**config.mk**
```make
export PLATFORM = sky130hd
export DESIGN_NAME = posted_interrupt_clear_regs
export DESIGN_NICKNAME = d
export VERILOG_FILES = /design/src/inc/posted_irq_pkg.sv /design/src/hw/source_event_sync.sv /design/src/hw/posted_interrupt_clear_regs.sv
export SDC_FILE = /design/constraint.sdc
export NUM_CORES = 1
export LEC_CHECK = 0
export ABC_AREA = 1
export BUFFER_PORTS_ARGS = -buffer_cell sky130_fd_sc_hd__buf_4
export CORE_MARGIN = 1
export CORE_UTILIZATION = 38
export DETAILED_ROUTE_END_ITERATION = 8
export PLACE_DENSITY = 0.71
export SYNTH_ARGS = -nofsm -noshare
export SYNTH_HDL_FRONTEND = slang
export SYNTH_SLANG_ARGS = --single-unit
```
**constraint.sdc**
```tcl
create_clock -name clk_sys_i -period 1.25 [get_ports clk_sys_i]
set_input_delay 0.1875 -clock clk_sys_i [delete_from_list [all_inputs] [get_ports clk_sys_i]]
set_output_delay 0.1875 -clock clk_sys_i [all_outputs]
set_load 0.005 [all_outputs]
```
**src/inc/posted_irq_pkg.sv**
```systemverilog
// constants, register map and bit layout for the posted interrupt clear registers
// What this block does
// - reading a clear register returns one for every source with a posted interrupt
// - software enable clear: writing zero removes that source's posting only, unless that source fires in the same cycle
// - clearing a bit with nothing posted leaves the controller state unchanged unless that source fires in the same cycle
// - software enable set: writing one posts that source, but irq status records a software post, not a bank event
// - writing one while software enable is clear changes nothing
// - writing zero while software enable is set changes nothing
// - bank0 bits 7..4 are serial bus, sleep timer, SPI and GPIO
// - bank0 bits 3..0 are general timer, touch sensing, analog, supply monitor
// - bank1 bits 7..0 are USB endpoints 3..0, frame start, bus reset, timer two, one
package posted_irq_pkg;

    localparam int unsigned ADDR_W = 10;
    localparam int unsigned DATA_W = 32;
    localparam int unsigned BANK_W = 8;
    localparam int unsigned NUM_SOURCES = 16;
    localparam int unsigned SYNC_STAGES = 2;

    // register indices; byte address is four times the index
    localparam logic [7:0] IDX_CLEAR_BANK0 = 8'hda;
    localparam logic [7:0] IDX_CLEAR_BANK1 = 8'hdb;
    localparam logic [7:0] IDX_CONTROL = 8'he0;
    localparam logic [7:0] IDX_IRQ_STATUS = 8'he1;
    localparam logic [7:0] IDX_IRQ_MASK = 8'he2;

    localparam logic [ADDR_W-1:0] ADDR_CLEAR_BANK0 = {IDX_CLEAR_BANK0, 2'h0};
    localparam logic [ADDR_W-1:0] ADDR_CLEAR_BANK1 = {IDX_CLEAR_BANK1, 2'h0};
    localparam logic [ADDR_W-1:0] ADDR_CONTROL = {IDX_CONTROL, 2'h0};
    localparam logic [ADDR_W-1:0] ADDR_IRQ_STATUS = {IDX_IRQ_STATUS, 2'h0};
    localparam logic [ADDR_W-1:0] ADDR_IRQ_MASK = {IDX_IRQ_MASK, 2'h0};

    // bank0 bit positions
    localparam int unsigned B0_SERIAL = 7;
    localparam int unsigned B0_SLEEP = 6;
    localparam int unsigned B0_SPI = 5;
    localparam int unsigned B0_GPIO = 4;
    localparam int unsigned B0_GENERAL_TIMER = 3;
    localparam int unsigned B0_TOUCH_SENSE = 2;
    localparam int unsigned B0_ANALOG = 1;
    localparam int unsigned B0_SUPPLY_MONITOR = 0;

    // bank1 bit positions
    localparam int unsigned B1_USB_EP3 = 7;
    localparam int unsigned B1_USB_EP2 = 6;
    localparam int unsigned B1_USB_EP1 = 5;
    localparam int unsigned B1_USB_EP0 = 4;
    localparam int unsigned B1_USB_FRAME_START = 3;
    localparam int unsigned B1_USB_BUS_RESET = 2;
    localparam int unsigned B1_TIMER_TWO = 1;
    localparam int unsigned B1_TIMER_ONE = 0;

    // control register field
    localparam int unsigned CTRL_SW_ENABLE_BIT = 0;

    // irq status / mask layout
    localparam int unsigned IRQ_W = 4;
    localparam int unsigned IRQ_BANK0_EVENT = 0;
    localparam int unsigned IRQ_BANK1_EVENT = 1;
    localparam int unsigned IRQ_SW_POST = 2;
    localparam int unsigned IRQ_CLEAR_LOST = 3;

    localparam logic [BANK_W-1:0] RESET_CLEAR_BANK = 8'h00;
    localparam logic RESET_SW_ENABLE = 1'b0;
    localparam logic [IRQ_W-1:0] RESET_IRQ_STATUS = 4'h0;
    localparam logic [IRQ_W-1:0] RESET_IRQ_MASK = 4'h0;
    localparam logic [DATA_W-1:0] READ_UNMAPPED = 32'h0000_0000;

    typedef enum logic [1:0] {
        BUS_IDLE = 2'b01,
        BUS_ACK = 2'b10
    } bus_state_t;

endpackage

```
**src/hw/source_event_sync.sv**
```systemverilog
// two-flop synchroniser and rising edge detector for the source event lines
`timescale 1ns/10ps
`default_nettype none
module source_event_sync #(
    parameter int unsigned WIDTH = 16
) (
    input wire logic clk_sys_i,
    input wire logic rst_n_i,
    input wire logic [WIDTH-1:0] level_i,
    output logic [WIDTH-1:0] pulse_o
);

    logic [WIDTH-1:0] meta;
    logic [WIDTH-1:0] synced;
    logic [WIDTH-1:0] synced_prev;

    genvar g;
    generate
        for (g = 0; g < WIDTH; g++) begin : g_src
            // meta feeds only the second flop
            always_ff @(posedge clk_sys_i) begin
                if (!rst_n_i) begin
                    meta[g] <= 1'b0;
                    synced[g] <= 1'b0;
                    synced_prev[g] <= 1'b0;
                    pulse_o[g] <= 1'b0;
                end else begin
                    meta[g] <= level_i[g];
                    synced[g] <= meta[g];
                    synced_prev[g] <= synced[g];
                    pulse_o[g] <= synced[g] & ~synced_prev[g];
                end
            end
        end
    endgenerate

endmodule
`default_nettype wire

```
**src/hw/posted_interrupt_clear_regs.sv**
```systemverilog
// posted interrupt clear and post registers with avalon-mm slave
//
// The Avalon-MM register port was decided locally.
`timescale 1ns/10ps
`default_nettype none
module posted_interrupt_clear_regs (
    input wire logic clk_sys_i,
    input wire logic rst_n_i,
    // avalon-mm slave
    input wire logic [posted_irq_pkg::ADDR_W-1:0] avs_address_i,
    input wire logic avs_read_i,
    input wire logic avs_write_i,
    input wire logic [posted_irq_pkg::DATA_W-1:0] avs_writedata_i,
    input wire logic [3:0] avs_byteenable_i,
    output logic [posted_irq_pkg::DATA_W-1:0] avs_readdata_o,
    output logic avs_waitrequest_o,
    // bank0 source lines
    input wire logic serial_bus_event_i,
    input wire logic sleep_timer_event_i,
    input wire logic spi_event_i,
    input wire logic gpio_event_i,
    input wire logic general_timer_source_i,
    input wire logic touch_sense_source_i,
    input wire logic analog_event_i,
    input wire logic supply_monitor_event_i,
    // bank1 source lines
    input wire logic usb_ep3_event_i,
    input wire logic usb_ep2_event_i,
    input wire logic usb_ep1_event_i,
    input wire logic usb_ep0_event_i,
    input wire logic usb_frame_start_event_i,
    input wire logic usb_bus_reset_event_i,
    input wire logic timer_two_source_i,
    input wire logic timer_one_source_i,
    // state seen by the vector logic
    output logic [posted_irq_pkg::BANK_W-1:0] posted_bank0_o,
    output logic [posted_irq_pkg::BANK_W-1:0] posted_bank1_o,
    output logic software_interrupt_enable_o,
    output logic irq_o
);

    localparam int unsigned BW = posted_irq_pkg::BANK_W;
    localparam int unsigned IW = posted_irq_pkg::IRQ_W;

    posted_irq_pkg::bus_state_t bus_state;
    posted_irq_pkg::bus_state_t next_bus_state;

    logic [BW-1:0] interrupt_clear_bank0;
    logic [BW-1:0] interrupt_clear_bank1;
    logic software_interrupt_enable;
    logic [IW-1:0] irq_status;
    logic [IW-1:0] irq_mask;

    logic [posted_irq_pkg::NUM_SOURCES-1:0] src_level;
    logic [posted_irq_pkg::NUM_SOURCES-1:0] src_pulse;
    logic [BW-1:0] event0;
    logic [BW-1:0] event1;

    logic sel_bank0;
    logic sel_bank1;
    logic sel_control;
    logic sel_irq_status;
    logic sel_irq_mask;
    logic [posted_irq_pkg::DATA_W-1:0] read_value;

    logic taken;
    logic wr_lane0;
    logic [BW-1:0] wbyte;
    logic wr_bank0;
    logic wr_bank1;

    logic [BW-1:0] set0;
    logic [BW-1:0] set1;
    logic [BW-1:0] clr0;
    logic [BW-1:0] clr1;
    logic [BW-1:0] next_bank0;
    logic [BW-1:0] next_bank1;
    logic [IW-1:0] irq_event;
    logic [IW-1:0] next_irq_status;

    // source lines placed at their register bit positions
    always_comb begin
        src_level = '0;
        src_level[posted_irq_pkg::B0_SERIAL] = serial_bus_event_i;
        src_level[posted_irq_pkg::B0_SLEEP] = sleep_timer_event_i;
        src_level[posted_irq_pkg::B0_SPI] = spi_event_i;
        src_level[posted_irq_pkg::B0_GPIO] = gpio_event_i;
        src_level[posted_irq_pkg::B0_GENERAL_TIMER] = general_timer_source_i;
        src_level[posted_irq_pkg::B0_TOUCH_SENSE] = touch_sense_source_i;
        src_level[posted_irq_pkg::B0_ANALOG] = analog_event_i;
        src_level[posted_irq_pkg::B0_SUPPLY_MONITOR] = supply_monitor_event_i;
        src_level[BW + posted_irq_pkg::B1_USB_EP3] = usb_ep3_event_i;
        src_level[BW + posted_irq_pkg::B1_USB_EP2] = usb_ep2_event_i;
        src_level[BW + posted_irq_pkg::B1_USB_EP1] = usb_ep1_event_i;
        src_level[BW + posted_irq_pkg::B1_USB_EP0] = usb_ep0_event_i;
        src_level[BW + posted_irq_pkg::B1_USB_FRAME_START] = usb_frame_start_event_i;
        src_level[BW + posted_irq_pkg::B1_USB_BUS_RESET] = usb_bus_reset_event_i;
        src_level[BW + posted_irq_pkg::B1_TIMER_TWO] = timer_two_source_i;
        src_level[BW + posted_irq_pkg::B1_TIMER_ONE] = timer_one_source_i;
    end

    // sources come from other blocks and pins, so each is synchronised first
    source_event_sync #(
        .WIDTH(posted_irq_pkg::NUM_SOURCES)
    ) u_source_event_sync (
        .clk_sys_i(clk_sys_i),
        .rst_n_i(rst_n_i),
        .level_i(src_level),
        .pulse_o(src_pulse)
    );

    assign event0 = src_pulse[BW-1:0];
    assign event1 = src_pulse[2*BW-1:BW];

    // address decode
    always_comb begin
        sel_bank0 = 1'b0;
        sel_bank1 = 1'b0;
        sel_control = 1'b0;
        sel_irq_status = 1'b0;
        sel_irq_mask = 1'b0;
        if (avs_address_i == posted_irq_pkg::ADDR_CLEAR_BANK0) begin
            sel_bank0 = 1'b1;
        end else if (avs_address_i == posted_irq_pkg::ADDR_CLEAR_BANK1) begin
            sel_bank1 = 1'b1;
        end else if (avs_address_i == posted_irq_pkg::ADDR_CONTROL) begin
            sel_control = 1'b1;
        end else if (avs_address_i == posted_irq_pkg::ADDR_IRQ_STATUS) begin
            sel_irq_status = 1'b1;
        end else if (avs_address_i == posted_irq_pkg::ADDR_IRQ_MASK) begin
            sel_irq_mask = 1'b1;
        end
    end

    // read mux; unmapped reads return zero
    always_comb begin
        read_value = posted_irq_pkg::READ_UNMAPPED;
        if (sel_bank0) begin
            read_value[BW-1:0] = interrupt_clear_bank0;
        end else if (sel_bank1) begin
            read_value[BW-1:0] = interrupt_clear_bank1;
        end else if (sel_control) begin
            read_value[posted_irq_pkg::CTRL_SW_ENABLE_BIT] = software_interrupt_enable;
        end else if (sel_irq_status) begin
            read_value[IW-1:0] = irq_status;
        end else if (sel_irq_mask) begin
            read_value[IW-1:0] = irq_mask;
        end
    end

    // one wait cycle per access; the edge that sees waitrequest low commits
    always_comb begin
        next_bus_state = bus_state;
        case (bus_state)
            posted_irq_pkg::BUS_IDLE: begin
                if (avs_read_i || avs_write_i) begin
                    next_bus_state = posted_irq_pkg::BUS_ACK;
                end
            end
            posted_irq_pkg::BUS_ACK: begin
                next_bus_state = posted_irq_pkg::BUS_IDLE;
            end
            default: begin
                next_bus_state = posted_irq_pkg::BUS_IDLE;
            end
        endcase
    end

    always_ff @(posedge clk_sys_i) begin
        if (!rst_n_i) begin
            bus_state <= posted_irq_pkg::BUS_IDLE;
            avs_waitrequest_o <= 1'b1;
        end else begin
            bus_state <= next_bus_state;
            avs_waitrequest_o <= (next_bus_state != posted_irq_pkg::BUS_ACK);
        end
    end

    // data is latched while waitrequest is still high so it stands when it drops
    always_ff @(posedge clk_sys_i) begin
        if (!rst_n_i) begin
            avs_readdata_o <= posted_irq_pkg::READ_UNMAPPED;
        end else if (bus_state == posted_irq_pkg::BUS_IDLE && avs_read_i) begin
            avs_readdata_o <= read_value;
        end
    end

    assign taken = (bus_state == posted_irq_pkg::BUS_ACK) && (avs_read_i || avs_write_i);
    // all registers sit in byte lane 0; other lanes are ignored
    assign wr_lane0 = taken && avs_write_i && avs_byteenable_i[0];
    assign wbyte = avs_writedata_i[BW-1:0];
    assign wr_bank0 = wr_lane0 && sel_bank0;
    assign wr_bank1 = wr_lane0 && sel_bank1;

    // post: source events, plus ones written while software enable is set
    assign set0 = event0 | ({BW{wr_bank0 && software_interrupt_enable}} & wbyte);
    assign set1 = event1 | ({BW{wr_bank1 && software_interrupt_enable}} & wbyte);
    // clear: only zeros written while software enable is clear
    assign clr0 = {BW{wr_bank0 && !software_interrupt_enable}} & ~wbyte;
    assign clr1 = {BW{wr_bank1 && !software_interrupt_enable}} & ~wbyte;

    // per bit, so other positions are untouched; clearing zero stays zero unless that source fires in the same cycle
    assign next_bank0 = (interrupt_clear_bank0 & ~clr0) | set0;
    assign next_bank1 = (interrupt_clear_bank1 & ~clr1) | set1;

    always_ff @(posedge clk_sys_i) begin
        if (!rst_n_i) begin
            interrupt_clear_bank0 <= posted_irq_pkg::RESET_CLEAR_BANK;
            interrupt_clear_bank1 <= posted_irq_pkg::RESET_CLEAR_BANK;
        end else begin
            interrupt_clear_bank0 <= next_bank0;
            interrupt_clear_bank1 <= next_bank1;
        end
    end

    always_ff @(posedge clk_sys_i) begin
        if (!rst_n_i) begin
            software_interrupt_enable <= posted_irq_pkg::RESET_SW_ENABLE;
        end else if (wr_lane0 && sel_control) begin
            software_interrupt_enable <= wbyte[posted_irq_pkg::CTRL_SW_ENABLE_BIT];
        end
    end

    always_ff @(posedge clk_sys_i) begin
        if (!rst_n_i) begin
            irq_mask <= posted_irq_pkg::RESET_IRQ_MASK;
        end else if (wr_lane0 && sel_irq_mask) begin
            irq_mask <= wbyte[IW-1:0];
        end
    end

    // sticky events for the interrupt line
    always_comb begin
        irq_event = '0;
        irq_event[posted_irq_pkg::IRQ_BANK0_EVENT] = |event0;
        irq_event[posted_irq_pkg::IRQ_BANK1_EVENT] = |event1;
        irq_event[posted_irq_pkg::IRQ_SW_POST] = |(set0 & ~event0) | |(set1 & ~event1);
        // a clear that lost to a same-cycle event
        irq_event[posted_irq_pkg::IRQ_CLEAR_LOST] = |(clr0 & event0) | |(clr1 & event1);
    end

    // write one to clear; a new event in the same cycle wins
    always_comb begin
        next_irq_status = irq_status;
        if (wr_lane0 && sel_irq_status) begin
            next_irq_status = irq_status & ~wbyte[IW-1:0];
        end
        next_irq_status = next_irq_status | irq_event;
    end

    always_ff @(posedge clk_sys_i) begin
        if (!rst_n_i) begin
            irq_status <= posted_irq_pkg::RESET_IRQ_STATUS;
        end else begin
            irq_status <= next_irq_status;
        end
    end

    // registered outputs lag the state by one cycle
    always_ff @(posedge clk_sys_i) begin
        if (!rst_n_i) begin
            irq_o <= 1'b0;
            posted_bank0_o <= posted_irq_pkg::RESET_CLEAR_BANK;
            posted_bank1_o <= posted_irq_pkg::RESET_CLEAR_BANK;
            software_interrupt_enable_o <= posted_irq_pkg::RESET_SW_ENABLE;
        end else begin
            irq_o <= |(irq_status & irq_mask);
            posted_bank0_o <= interrupt_clear_bank0;
            posted_bank1_o <= interrupt_clear_bank1;
            software_interrupt_enable_o <= software_interrupt_enable;
        end
    end

endmodule
`default_nettype wire

```
# [Word-level counts from Yosys, hierarchy flattened]
# Cells that the tools add are included.
[totals] ff_bits=118 latchBits=0 mem_bits_rw=0 mem_bits_ro=0 in_bits=66 mem_count=0
[classes] add_sub_neg=0 n_mul=0 div_mod_pow=0 order_cmp=0 n_eq_ne=8 shift=0 muxes=25 bitwise=57 n_reduce_logical=22
[ops] operator="AND 8 bit" count=10
[ops] operator="== test 10 bit, second input constant" count=5
[ops] operator="OR reduction 8 bit" count=6
[ops] operator="NOT 8 bit" count=5
[ops] operator="OR 8 bit" count=4
[ops] operator="two-way mux 4 bit" count=5
[ops] operator="AND 1 bit" count=16
[ops] operator="two-way mux 1 bit" count=16
[ops] operator="NOT 1 bit" count=16
[ops] operator="logical AND 1 bit" count=13
[ops] operator="AND 4 bit" count=2
[ops] operator="two-way mux 8 bit" count=1
[ops] operator="two-way mux 2 bit" count=2
[ops] operator="NOT 4 bit" count=1
[ops] operator="OR 4 bit" count=1
[ops] operator="OR reduction 4 bit" count=1
[ops] operator="two-way mux 3 bit" count=1
[ops] operator="== test 2 x 1 -> 1 bit, second input constant" count=1
[ops] operator="== test 2 bit, second input constant" count=1
[ops] operator="inequality test 2 bit, second input constant" count=1
[ops] operator="OR 1 bit" count=2
[ops] operator="zero test 1 bit" count=1
[ops] operator="logical OR 1 bit" count=1

# [Depth between registers and ports, before layout]
# Gate-level depths: netlist (run 1).
[logic_depth] depth_word=12 ltp_mapped=13 ltp_nobuf=13

# [Cells and area by module]
# Synthesis (run 1) repeated with hierarchy kept, for this count alone.
[hier_totals] hier_cells=583 area_unflattened_um2=4576.9
[by_module_without_submodules] module="posted_interrupt_clear_regs" n_inst=1 cells_per_inst=402 area_each_um2=2835.2 seq_area_each_um2=1081.0
[by_module_without_submodules] module="source_event_sync" n_inst=1 cells_per_inst=181 area_each_um2=1741.7 seq_area_each_um2=1281.2

# [Worst setup path after synthesis (run 1)]
# No wires, ideal clock.
[synth_path] path_type="register -> register" from="reg bus_state[1]" to="reg irq_status[2]" setup_time_ns=0.065 arrival_time_ns=1.270 required_ns=1.185 slack_ns=-0.085 stages_incl_launch_ff=11 period_less_slack_ns=1.335 cell_sequence="dfxtp_1 nand4_4 nor2_8 nand2_4 clkinv_2 nand2_1 o21ai_1 inv_1 nand2_1 nor2_1 nor2_1"
[synth_via] elab_chain_len=12
[synth_rtl] item="start, declared" line="posted_interrupt_clear_regs.sv:45" text="posted_irq_pkg::bus_state_t bus_state;"
[synth_rtl] item="start signal, assigned" line="posted_interrupt_clear_regs.sv:171" text="bus_state <= posted_irq_pkg::BUS_IDLE;"
[synth_rtl] item="start signal, assigned" line="posted_interrupt_clear_regs.sv:174" text="bus_state <= next_bus_state;"
[synth_rtl] item="== test 2 bit (*)" line="posted_interrupt_clear_regs.sv:188" text="assign taken = (bus_state == posted_irq_pkg::BUS_ACK) && (avs_read_i || avs_write_i);"
[synth_rtl] item="logical AND 1 bit (*)" line="posted_interrupt_clear_regs.sv:188"
[synth_rtl] item="logical AND 1 bit (*) (2 in a row)" line="posted_interrupt_clear_regs.sv:190" text="assign wr_lane0 = taken && avs_write_i && avs_byteenable_i[0];"
[synth_rtl] item="logical AND 1 bit (on tied branches)" line="posted_interrupt_clear_regs.sv:192, posted_interrupt_clear_regs.sv:193"
[synth_rtl] item="logical AND 1 bit (on tied branches)" line="posted_interrupt_clear_regs.sv:196, posted_interrupt_clear_regs.sv:197"
[synth_rtl] item="AND 8 bit (on tied branches)" line="posted_interrupt_clear_regs.sv:196, posted_interrupt_clear_regs.sv:197"
[synth_rtl] item="OR 8 bit (on tied branches)" line="posted_interrupt_clear_regs.sv:196, posted_interrupt_clear_regs.sv:197"
[synth_rtl] item="AND 8 bit" line="posted_interrupt_clear_regs.sv:237" text="irq_event[posted_irq_pkg::IRQ_SW_POST] = |(set0 & ~event0) | |(set1 & ~event1);"
[synth_rtl] item="OR reduction 8 bit" line="posted_interrupt_clear_regs.sv:237"
[synth_rtl] item="OR 1 bit" line="posted_interrupt_clear_regs.sv:237"
[synth_rtl] item="OR 4 bit (*)" line="posted_interrupt_clear_regs.sv:248" text="next_irq_status = next_irq_status | irq_event;"
[synth_rtl] item="end signal, assigned" line="posted_interrupt_clear_regs.sv:253" text="irq_status <= posted_irq_pkg::RESET_IRQ_STATUS;"
[synth_rtl] item="end signal, assigned" line="posted_interrupt_clear_regs.sv:255" text="irq_status <= next_irq_status;"
[synth_rtl] item="end, declared" line="posted_interrupt_clear_regs.sv:51" text="logic [IW-1:0] irq_status;"
# Mark *: on every way between the ends. The rest lies on a longest branch, timed or not.
# A chain may end at the register's enable or synchronous reset.

# [Final worst setup path (run 1)]
[layout_path] from="reg bus_state[0]" to="reg irq_status[3]"
[layout_via] elab_chain_len=11
[layout_rtl] item="== test 2 bit (*)" line="posted_interrupt_clear_regs.sv:188"
[layout_rtl] item="logical AND 1 bit (*)" line="posted_interrupt_clear_regs.sv:188"
[layout_rtl] item="logical AND 1 bit (*) (2 in a row)" line="posted_interrupt_clear_regs.sv:190"
[layout_rtl] item="logical AND 1 bit (on tied branches)" line="posted_interrupt_clear_regs.sv:192, posted_interrupt_clear_regs.sv:193"
[layout_rtl] item="logical AND 1 bit (on tied branches)" line="posted_interrupt_clear_regs.sv:199, posted_interrupt_clear_regs.sv:200"
[layout_rtl] item="AND 8 bit (on tied branches)" line="posted_interrupt_clear_regs.sv:199, posted_interrupt_clear_regs.sv:200"
[layout_rtl] item="AND 8 bit" line="posted_interrupt_clear_regs.sv:239" text="irq_event[posted_irq_pkg::IRQ_CLEAR_LOST] = |(clr0 & event0) | |(clr1 & event1);"
[layout_rtl] item="OR reduction 8 bit" line="posted_interrupt_clear_regs.sv:239"
[layout_rtl] item="OR 1 bit" line="posted_interrupt_clear_regs.sv:239"
[layout_rtl] item="OR 4 bit (*)" line="posted_interrupt_clear_regs.sv:248"
# Marks and branches as above.

==> results of run 1 <==
[worst max-delay path by stage]
stage,to,slack [ns],cells past startpoint
2_1_floorplan,irq_status[3]$_SDFF_PN0_,-0.04,13
3_3_place_gp,irq_status[2]$_SDFF_PN0_,-0.33,12
3_5_place_dp,irq_status[2]$_SDFF_PN0_,-0.34,12
4_1_cts,irq_status[2]$_SDFF_PN0_,-0.18,11
5_1_grt,irq_status[3]$_SDFF_PN0_,-0.31,12
6_report,irq_status[3]$_SDFF_PN0_,-0.17,12
[where the power goes]
part           switching (W)  internal (W)  total (W)
logic               0.000359      0.000302   0.000661
clock network        0.00176       0.00301    0.00477
registers          0.0000712       0.00391    0.00398
total                0.00219       0.00722    0.00941
[routing by layer]
metal  wire [um]  vias to the layer above  share of wire, %  global-route usage, %
met2        5250                      110                48                   30.5
met5           0                        -                 0                      0
met3         639                       17               5.9                   5.83
met4         206                        0               1.9                   7.11
li1            -                     2000                 -                      -
met1        4770                     1790                44                   22.6
[repair_timing]
item	in CTS	in global routing
pin swaps	11	11
endpoints found under the hold margin	16	0
buffers inserted	3	1
gates resized for setup	17	21
hold buffers	16	0
endpoints found under the setup margin	27	32
gates cloned	0	1
[flip-flops by register name (all words and copies together) (netlist names), 4 cells and up]
name and cells:
u_source_event_sync.meta 16, u_source_event_sync.pulse_o 16, u_source_event_sync.synced 16, u_source_event_sync.synced_prev 16, avs_readdata_o 8, interrupt_clear_bank0 8
interrupt_clear_bank1 8, posted_bank0_o 8, posted_bank1_o 8, irq_mask 4, irq_status 4
[kinds of logic after synthesis]
| kind of cell | count (synthesis) |
|---|---|
| and+or+nand+nor | 226 |
| buffers and inverters | 161 |
| DFF | 118 |
| AOI/OAI and AO/OA | 76 |
| other | 1 |
[cell usage in the layout, fill, tap and decap left out, types with 13 or more instances in the layout]
cell type	instances
nand2_1	122
dfxtp_1	117
inv_1	110
buf_4	92
nor2_1	36
conb_1	24
nand3_1	19
o21ai_1	17
nand4_1	17
clkbuf_16	17
dlygate4sd3_1	16
a21oi_1	15
o21ai_0	13
[through the flow]
stage	setup WS, ns	hold slack (ns)	instance area, um^2	utilization [%]	std cells
after floorplan	-0.0405	0.285	4770	-	605
after global placement	-0.329	0.370	5460	47.0	805
after detailed placement	-0.336	0.370	5460	47.0	805
after CTS	-0.178	0.0672	6290	54.2	856
after global routing	-0.310	0.0754	6370	54.8	858
final	-0.174	0.0766	6370	54.8	858
[final cells by class]
class	instances	area, um^2
Fill cell	1059	5250
Inverter	122	507
Timing Repair Buffer	117	987
Sequential cell	118	2360
Clock inverter	13	150
Tap cell	143	179
Clock buffer	19	443
Multi-Input combinational cell	326	1740
[Yosys cell counts (2+ instances only)]
cell type | n | area (um^2)
buf_2 | 4 | 20.0
o21ai_1 | 16 | 80.1
nand2_1 | 124 | 465
o22ai_1 | 3 | 18.8
a31oi_1 | 7 | 43.8
o211ai_1 | 4 | 30.0
nand3_4 | 2 | 35.0
inv_1 | 113 | 424
buf_1 | 7 | 26.3
nand2_4 | 4 | 45.0
nand4_1 | 17 | 106
nor2_2 | 2 | 12.5
nor2_8 | 3 | 60.1
o21a_1 | 3 | 22.5
o21ai_0 | 22 | 110
a21oi_1 | 16 | 80.1
nor2_1 | 39 | 146
clkbuf_1 | 3 | 11.3
buf_4 | 24 | 180
dfxtp_1 | 118 | 2360
nand3_1 | 21 | 105
inv_2 | 7 | 26.3
nor3_1 | 4 | 20.0
nand2_2 | 3 | 18.8
nor3_2 | 3 | 30.0
o2111ai_1 | 3 | 26.3
[critical path: stages, from the launching register on]
cell and delay [ns]:
dfxtp_1 0.30, inv_2 0.07, nand4_4 0.12, buf_12 0.17, nor2_4 0.13, nand2_4 0.12
nor2_2 0.12, nand2_1 0.05, nand2_1 0.05, nor2_1 0.04, nand2_1 0.06, nor2_1 0.04
nor2_1 0.07
==> metrics, run 1 <==
I/O Pins=between 100 and 150; CTS Sinks=118; number of synthesis warnings=0; Core Box Area=0.0116 mm^2; Die Ht=112 um; largest family of logic cells by synthesized area=simple AND/OR/NAND/NOR gates; ys flop type=dfxtp_1; first-pass iteration count of the detailed router=7; Compound-Gate Fraction of Synth Area=9.32%; antenna viol nets, final=0; fraction of layout cells with a size suffix above 1=approximately a quarter; nature of the critical path endpoint=flop; clk root buf=clkbuf_16; crit path from=bus_state[0]$_SDFF_PN1_; clock-pin slew on the worst setup and hold paths=0.06 ns; post-synthesis mux area share=0%; Worst Path Arrival=1.77 ns; Congestion Overflow GR=0; Chip Width=112 um; CTS H-Tree Depth=4; CP required=1.59 ns; final hold violations=0; Worst R2R Start=bus_state[0]$_SDFF_PN1_; PnR worst setup slack=-0.174 ns; Fmax=0.702 GHz; Reg2Reg Setup Slack=-0.17 ns; pin count of the biggest net entering global routing=82; max_cap viols=0; Area Growth Syn to Fin=38.3%; simple-gate share of the synthesized area=23.9%; Final min period=roughly 1.4 ns; CTS Buffer Depth=2; Hold Path End=interrupt_clear_bank1[4]$_SDFF_PN0_; final setup violation count=18; I/O Buffers=65; antenna violations before repair=0; status=finished, violations left; Yosys cell types=36; clk_skew=around 0.0074 ns; r2r worst-path depth=12; DRC=3; Initial Util=39.6%; CTS buffer count=17; min-delay src=avs_writedata_i[4]; period utilisation layout=114%; number of flops mapped to enable cells by yosys=0; die area=0.0126 mm^2; Synth Area in XOR/XNOR=0%; Total Neg Setup Slack=-1.36 ns; number of synthesized register bits=118; Synth Instances=582; Placer Congestion=around 0.85; Avg Inst Size Synth=7.91 um^2; Max Slew Vio Count=0; Cell Pwr Density=1480 mW/mm^2; fraction of registers with async set/reset=0%; clk_lat worst skew=0.41 ns; RSZ-0062 raised after global routing=true; Synth Cell Area=0.00460 mm^2; hold crit path type=in -> reg; NumNets Final=approximately 770; crit path kind=reg -> reg; gr usage total=18.5%; Core Rows=39; TritonCTS clock tree=done; Routed WL=around 11 mm; Static Leak=~3.4 nW; total power=0.00941 W; DP HPWL=7.73 mm; Hold Path Stages=3; routed via count divided by cell count=4.57; diode count=0; CP startpoint kind=flop; failing checks=design-rule violations, negative setup slack; Routed WL per cell=12.7 um; VDD IR max=around 0.0013 V; Iter 0 DRT Violations=around 220; post-synthesis adder-cell area fraction=0%; vias in the first global route=3743; first-pass GRT wire length=18.0 mm; register area share after synthesis=about half; Via Count=3917; highest net fanout along the worst path=10; Worst R2R End=irq_status[3]$_SDFF_PN0_
No activity file was read; power rests on OpenSTA's default activity.
==> run 2, diff against run 1 <==
Settings changed: ABC_AREA 1 to 0.
==> metrics, run 2 <==
status=finished, violations left; failing checks=negative setup slack; simple-gate share of the synthesized area=25.2%; CP startpoint kind=flop; leading cell type in the layout, fill and taps excluded=buf_4; TritonCTS clock tree=done; Synth top cells by count=118 x dfxtp_1, 66 x and2_1, 36 x nor4_1; die area=0.0118 mm^2; top post-synthesis cells by area=dfxtp_1 55%, and2_1 9.6%, nor4_1 5.2%; max layer used=met4; gr usage total=19.1%; clk_lat worst skew=0.41 ns; wl on met1=4.31 mm; number of synthesis warnings=0; Area Growth Syn to Fin=47.0%; Yosys top cell area share=54.8%; diode count=0; largest area contributor in the netlist=dfxtp_1; CTS buffer count=17; I/O Buffers=65; final hold violations=0; NumNets Final=approximately 640; antenna viol nets, final=0; Synth Instances=430; Static Leak=2.64 nW; min-delay src=avs_read_i; Initial Util=about two fifths; Placed Instance Area=0.00524 mm^2; fraction of layout cells with a size suffix above 1=35.1%; Avg Inst Size Synth=10.0 um^2; first-pass iteration count of the detailed router=5; Worst R2R End=interrupt_clear_bank0[1]$_SDFF_PN0_; Routed WL=10.8 mm; register area share after synthesis=between 50 and 60%; CP required=1.55 ns; routed via count divided by cell count=just over 5; period utilisation layout=129%; CTS Buffer Depth=2; Iter 0 DRT Violations=around 150; VDD IR max=0.00125 V; clk root buf=clkbuf_16; Compound-Gate Fraction of Synth Area=12.5%; Die Ht=~110 um; I/O Pins=about 120; Core Rows=38; clock-pin slew on the worst setup and hold paths=0.06 ns; Synth Cell Area=0.00431 mm^2; fraction of registers with async set/reset=0%; vias in the first global route=between 3000 and 4000; Congestion Overflow GR=0; Via Count=3709; Worst Path Arrival=1.91 ns; count leader, synth=dfxtp_1; highest net fanout along the worst path=8; post-synthesis mux area share=less than 1%; Worst Setup EP=interrupt_clear_bank0[1]$_SDFF_PN0_; first-pass GRT wire length=17.1 mm; slew margin rel.=65.2%; DP HPWL=7.26 mm; Max Slew Vio Count=0; RSZ-0062 raised after global routing=true; largest family of logic cells by synthesized area=simple AND/OR/NAND/NOR gates; Cell Pwr Density=1510 mW/mm^2; PnR worst setup slack=-0.364 ns; nature of the critical path endpoint=flop; antenna violations before repair=0; ys flop type=dfxtp_1; Synth Area in XOR/XNOR=0%; crit path from=bus_state[0]$_SDFF_PN1_; CTS Sinks=118; Finished Cell Area=between 0.006 and 0.007 mm^2; DP Worst Slack=-0.403 ns; Core Box Area=0.0109 mm^2; pin count of the biggest net entering global routing=34; Hold WS=~0.024 ns; DRC=0; DR WL met2=roughly 5.6 mm; Placer Congestion=0.864; hold crit path type=in -> reg; Worst Tran Pin Value=0.518 ns; Worst R2R Start=bus_state[0]$_SDFF_PN1_; r2r worst-path depth=7; number of flops mapped to enable cells by yosys=0; Met3 Wirelength=585 um; Routed WL per cell=14.8 um; Reg2Reg Setup Slack=-0.36 ns; Final min period=roughly 1.6 ns; post-synthesis adder-cell area fraction=0%; crit path kind=reg -> reg; number of synthesized register bits=118; Chip Width=108 um; max_cap viols=0; CTS H-Tree Depth=4; Yosys cell types=40; Total Neg Setup Slack=-3.80 ns; Fmax=0.620 GHz; final setup violation count=25; clk_skew=between 0.008 and 0.009 ns; most frequent cells in the layout=129 x buf_4, 114 x dfxtp_1, 66 x and2_1
[run 2: cell count changes after synthesis, sizes merged, moves of 13 or more]
cell    delta
a211oi    +17
inv      -111
nand4     -15
nand2    -120
nor2b     +21
and2      +68
clkbuf    +13
a21oi     -14
nor2      -37
o21ai     -29
nor4      +35
[run 2: how the worst min path moves through the flow]
stage                                                      end  cells after the start
global route                      avs_waitrequest_o$_SDFF_PN1_                      2
floorplan               software_interrupt_enable$_SDFFE_PN0P_                      1
detailed placement   u_source_event_sync.pulse_o[7]$_SDFF_PN0_                      1
CTS                               avs_waitrequest_o$_SDFF_PN1_                      2
global placement    u_source_event_sync.pulse_o[10]$_SDFF_PN0_                      1
finish                            avs_waitrequest_o$_SDFF_PN1_                      2
[run 2: area by class of cell]
| class | instances | area (um^2) |
|---|---|---|
| Inverter | 10 | 37.5 |
| Sequential cell | 118 | 2370 |
| Clock inverter | 12 | 178 |
| Clock buffer | 19 | 443 |
| Tap cell | 140 | 175 |
| Fill cell | 946 | 4600 |
| Multi-Input combinational cell | 281 | 1970 |
| Timing Repair Buffer | 147 | 1160 |
[run 2: what timing repair did]
action                                  4_1_cts  5_1_grt
resized for setup                            33       19
pin swaps                                     6        4
setup buffers                                 2        6
hold endpoints to repair                     16        0
hold buffers                                 16        0
endpoints found under the setup margin       25       33
[run 2: stage by stage]
step,power [W],util (%),instances
floorplan,0.00423,-,453
global placement,0.00446,47.9,672
detailed placement,0.00447,47.9,672
CTS,0.00955,56.7,721
global route,0.00986,57.9,727
finish,0.00955,57.9,727
[run 2: kinds of logic after synthesis]
family | Yosys count
AOI/OAI and AO/OA | 74
buffers and inverters | 54
DFF | 118
and+or+nand+nor | 182
other | 1
muxes | 1
[run 2: power breakdown]
group	switching, W	leakage, nW	internal, W
Clock	0.00171	0.291	0.00337
Sequential	0.0000356	0.962	0.00386
Combinational	0.000284	1.38	0.000293
[run 2: worst max-delay path: stages, from the launching register on]
cell	delay [ns]
dfxtp_2	0.31
nand4b_1	0.21
nor3_4	0.18
buf_12	0.15
and2_4	0.19
buf_4	0.13
nor3_4	0.04
nor4_2	0.28
[run 2: per-layer routing]
| metal | track usage [%] | up-vias |
|---|---|---|
| met2 | 33.5 | 127 |
| met1 | 21.5 | 1765 |
| met5 | 0 | - |
| met4 | 8.01 | 0 |
| li1 | - | 1789 |
| met3 | 5.67 | 28 |
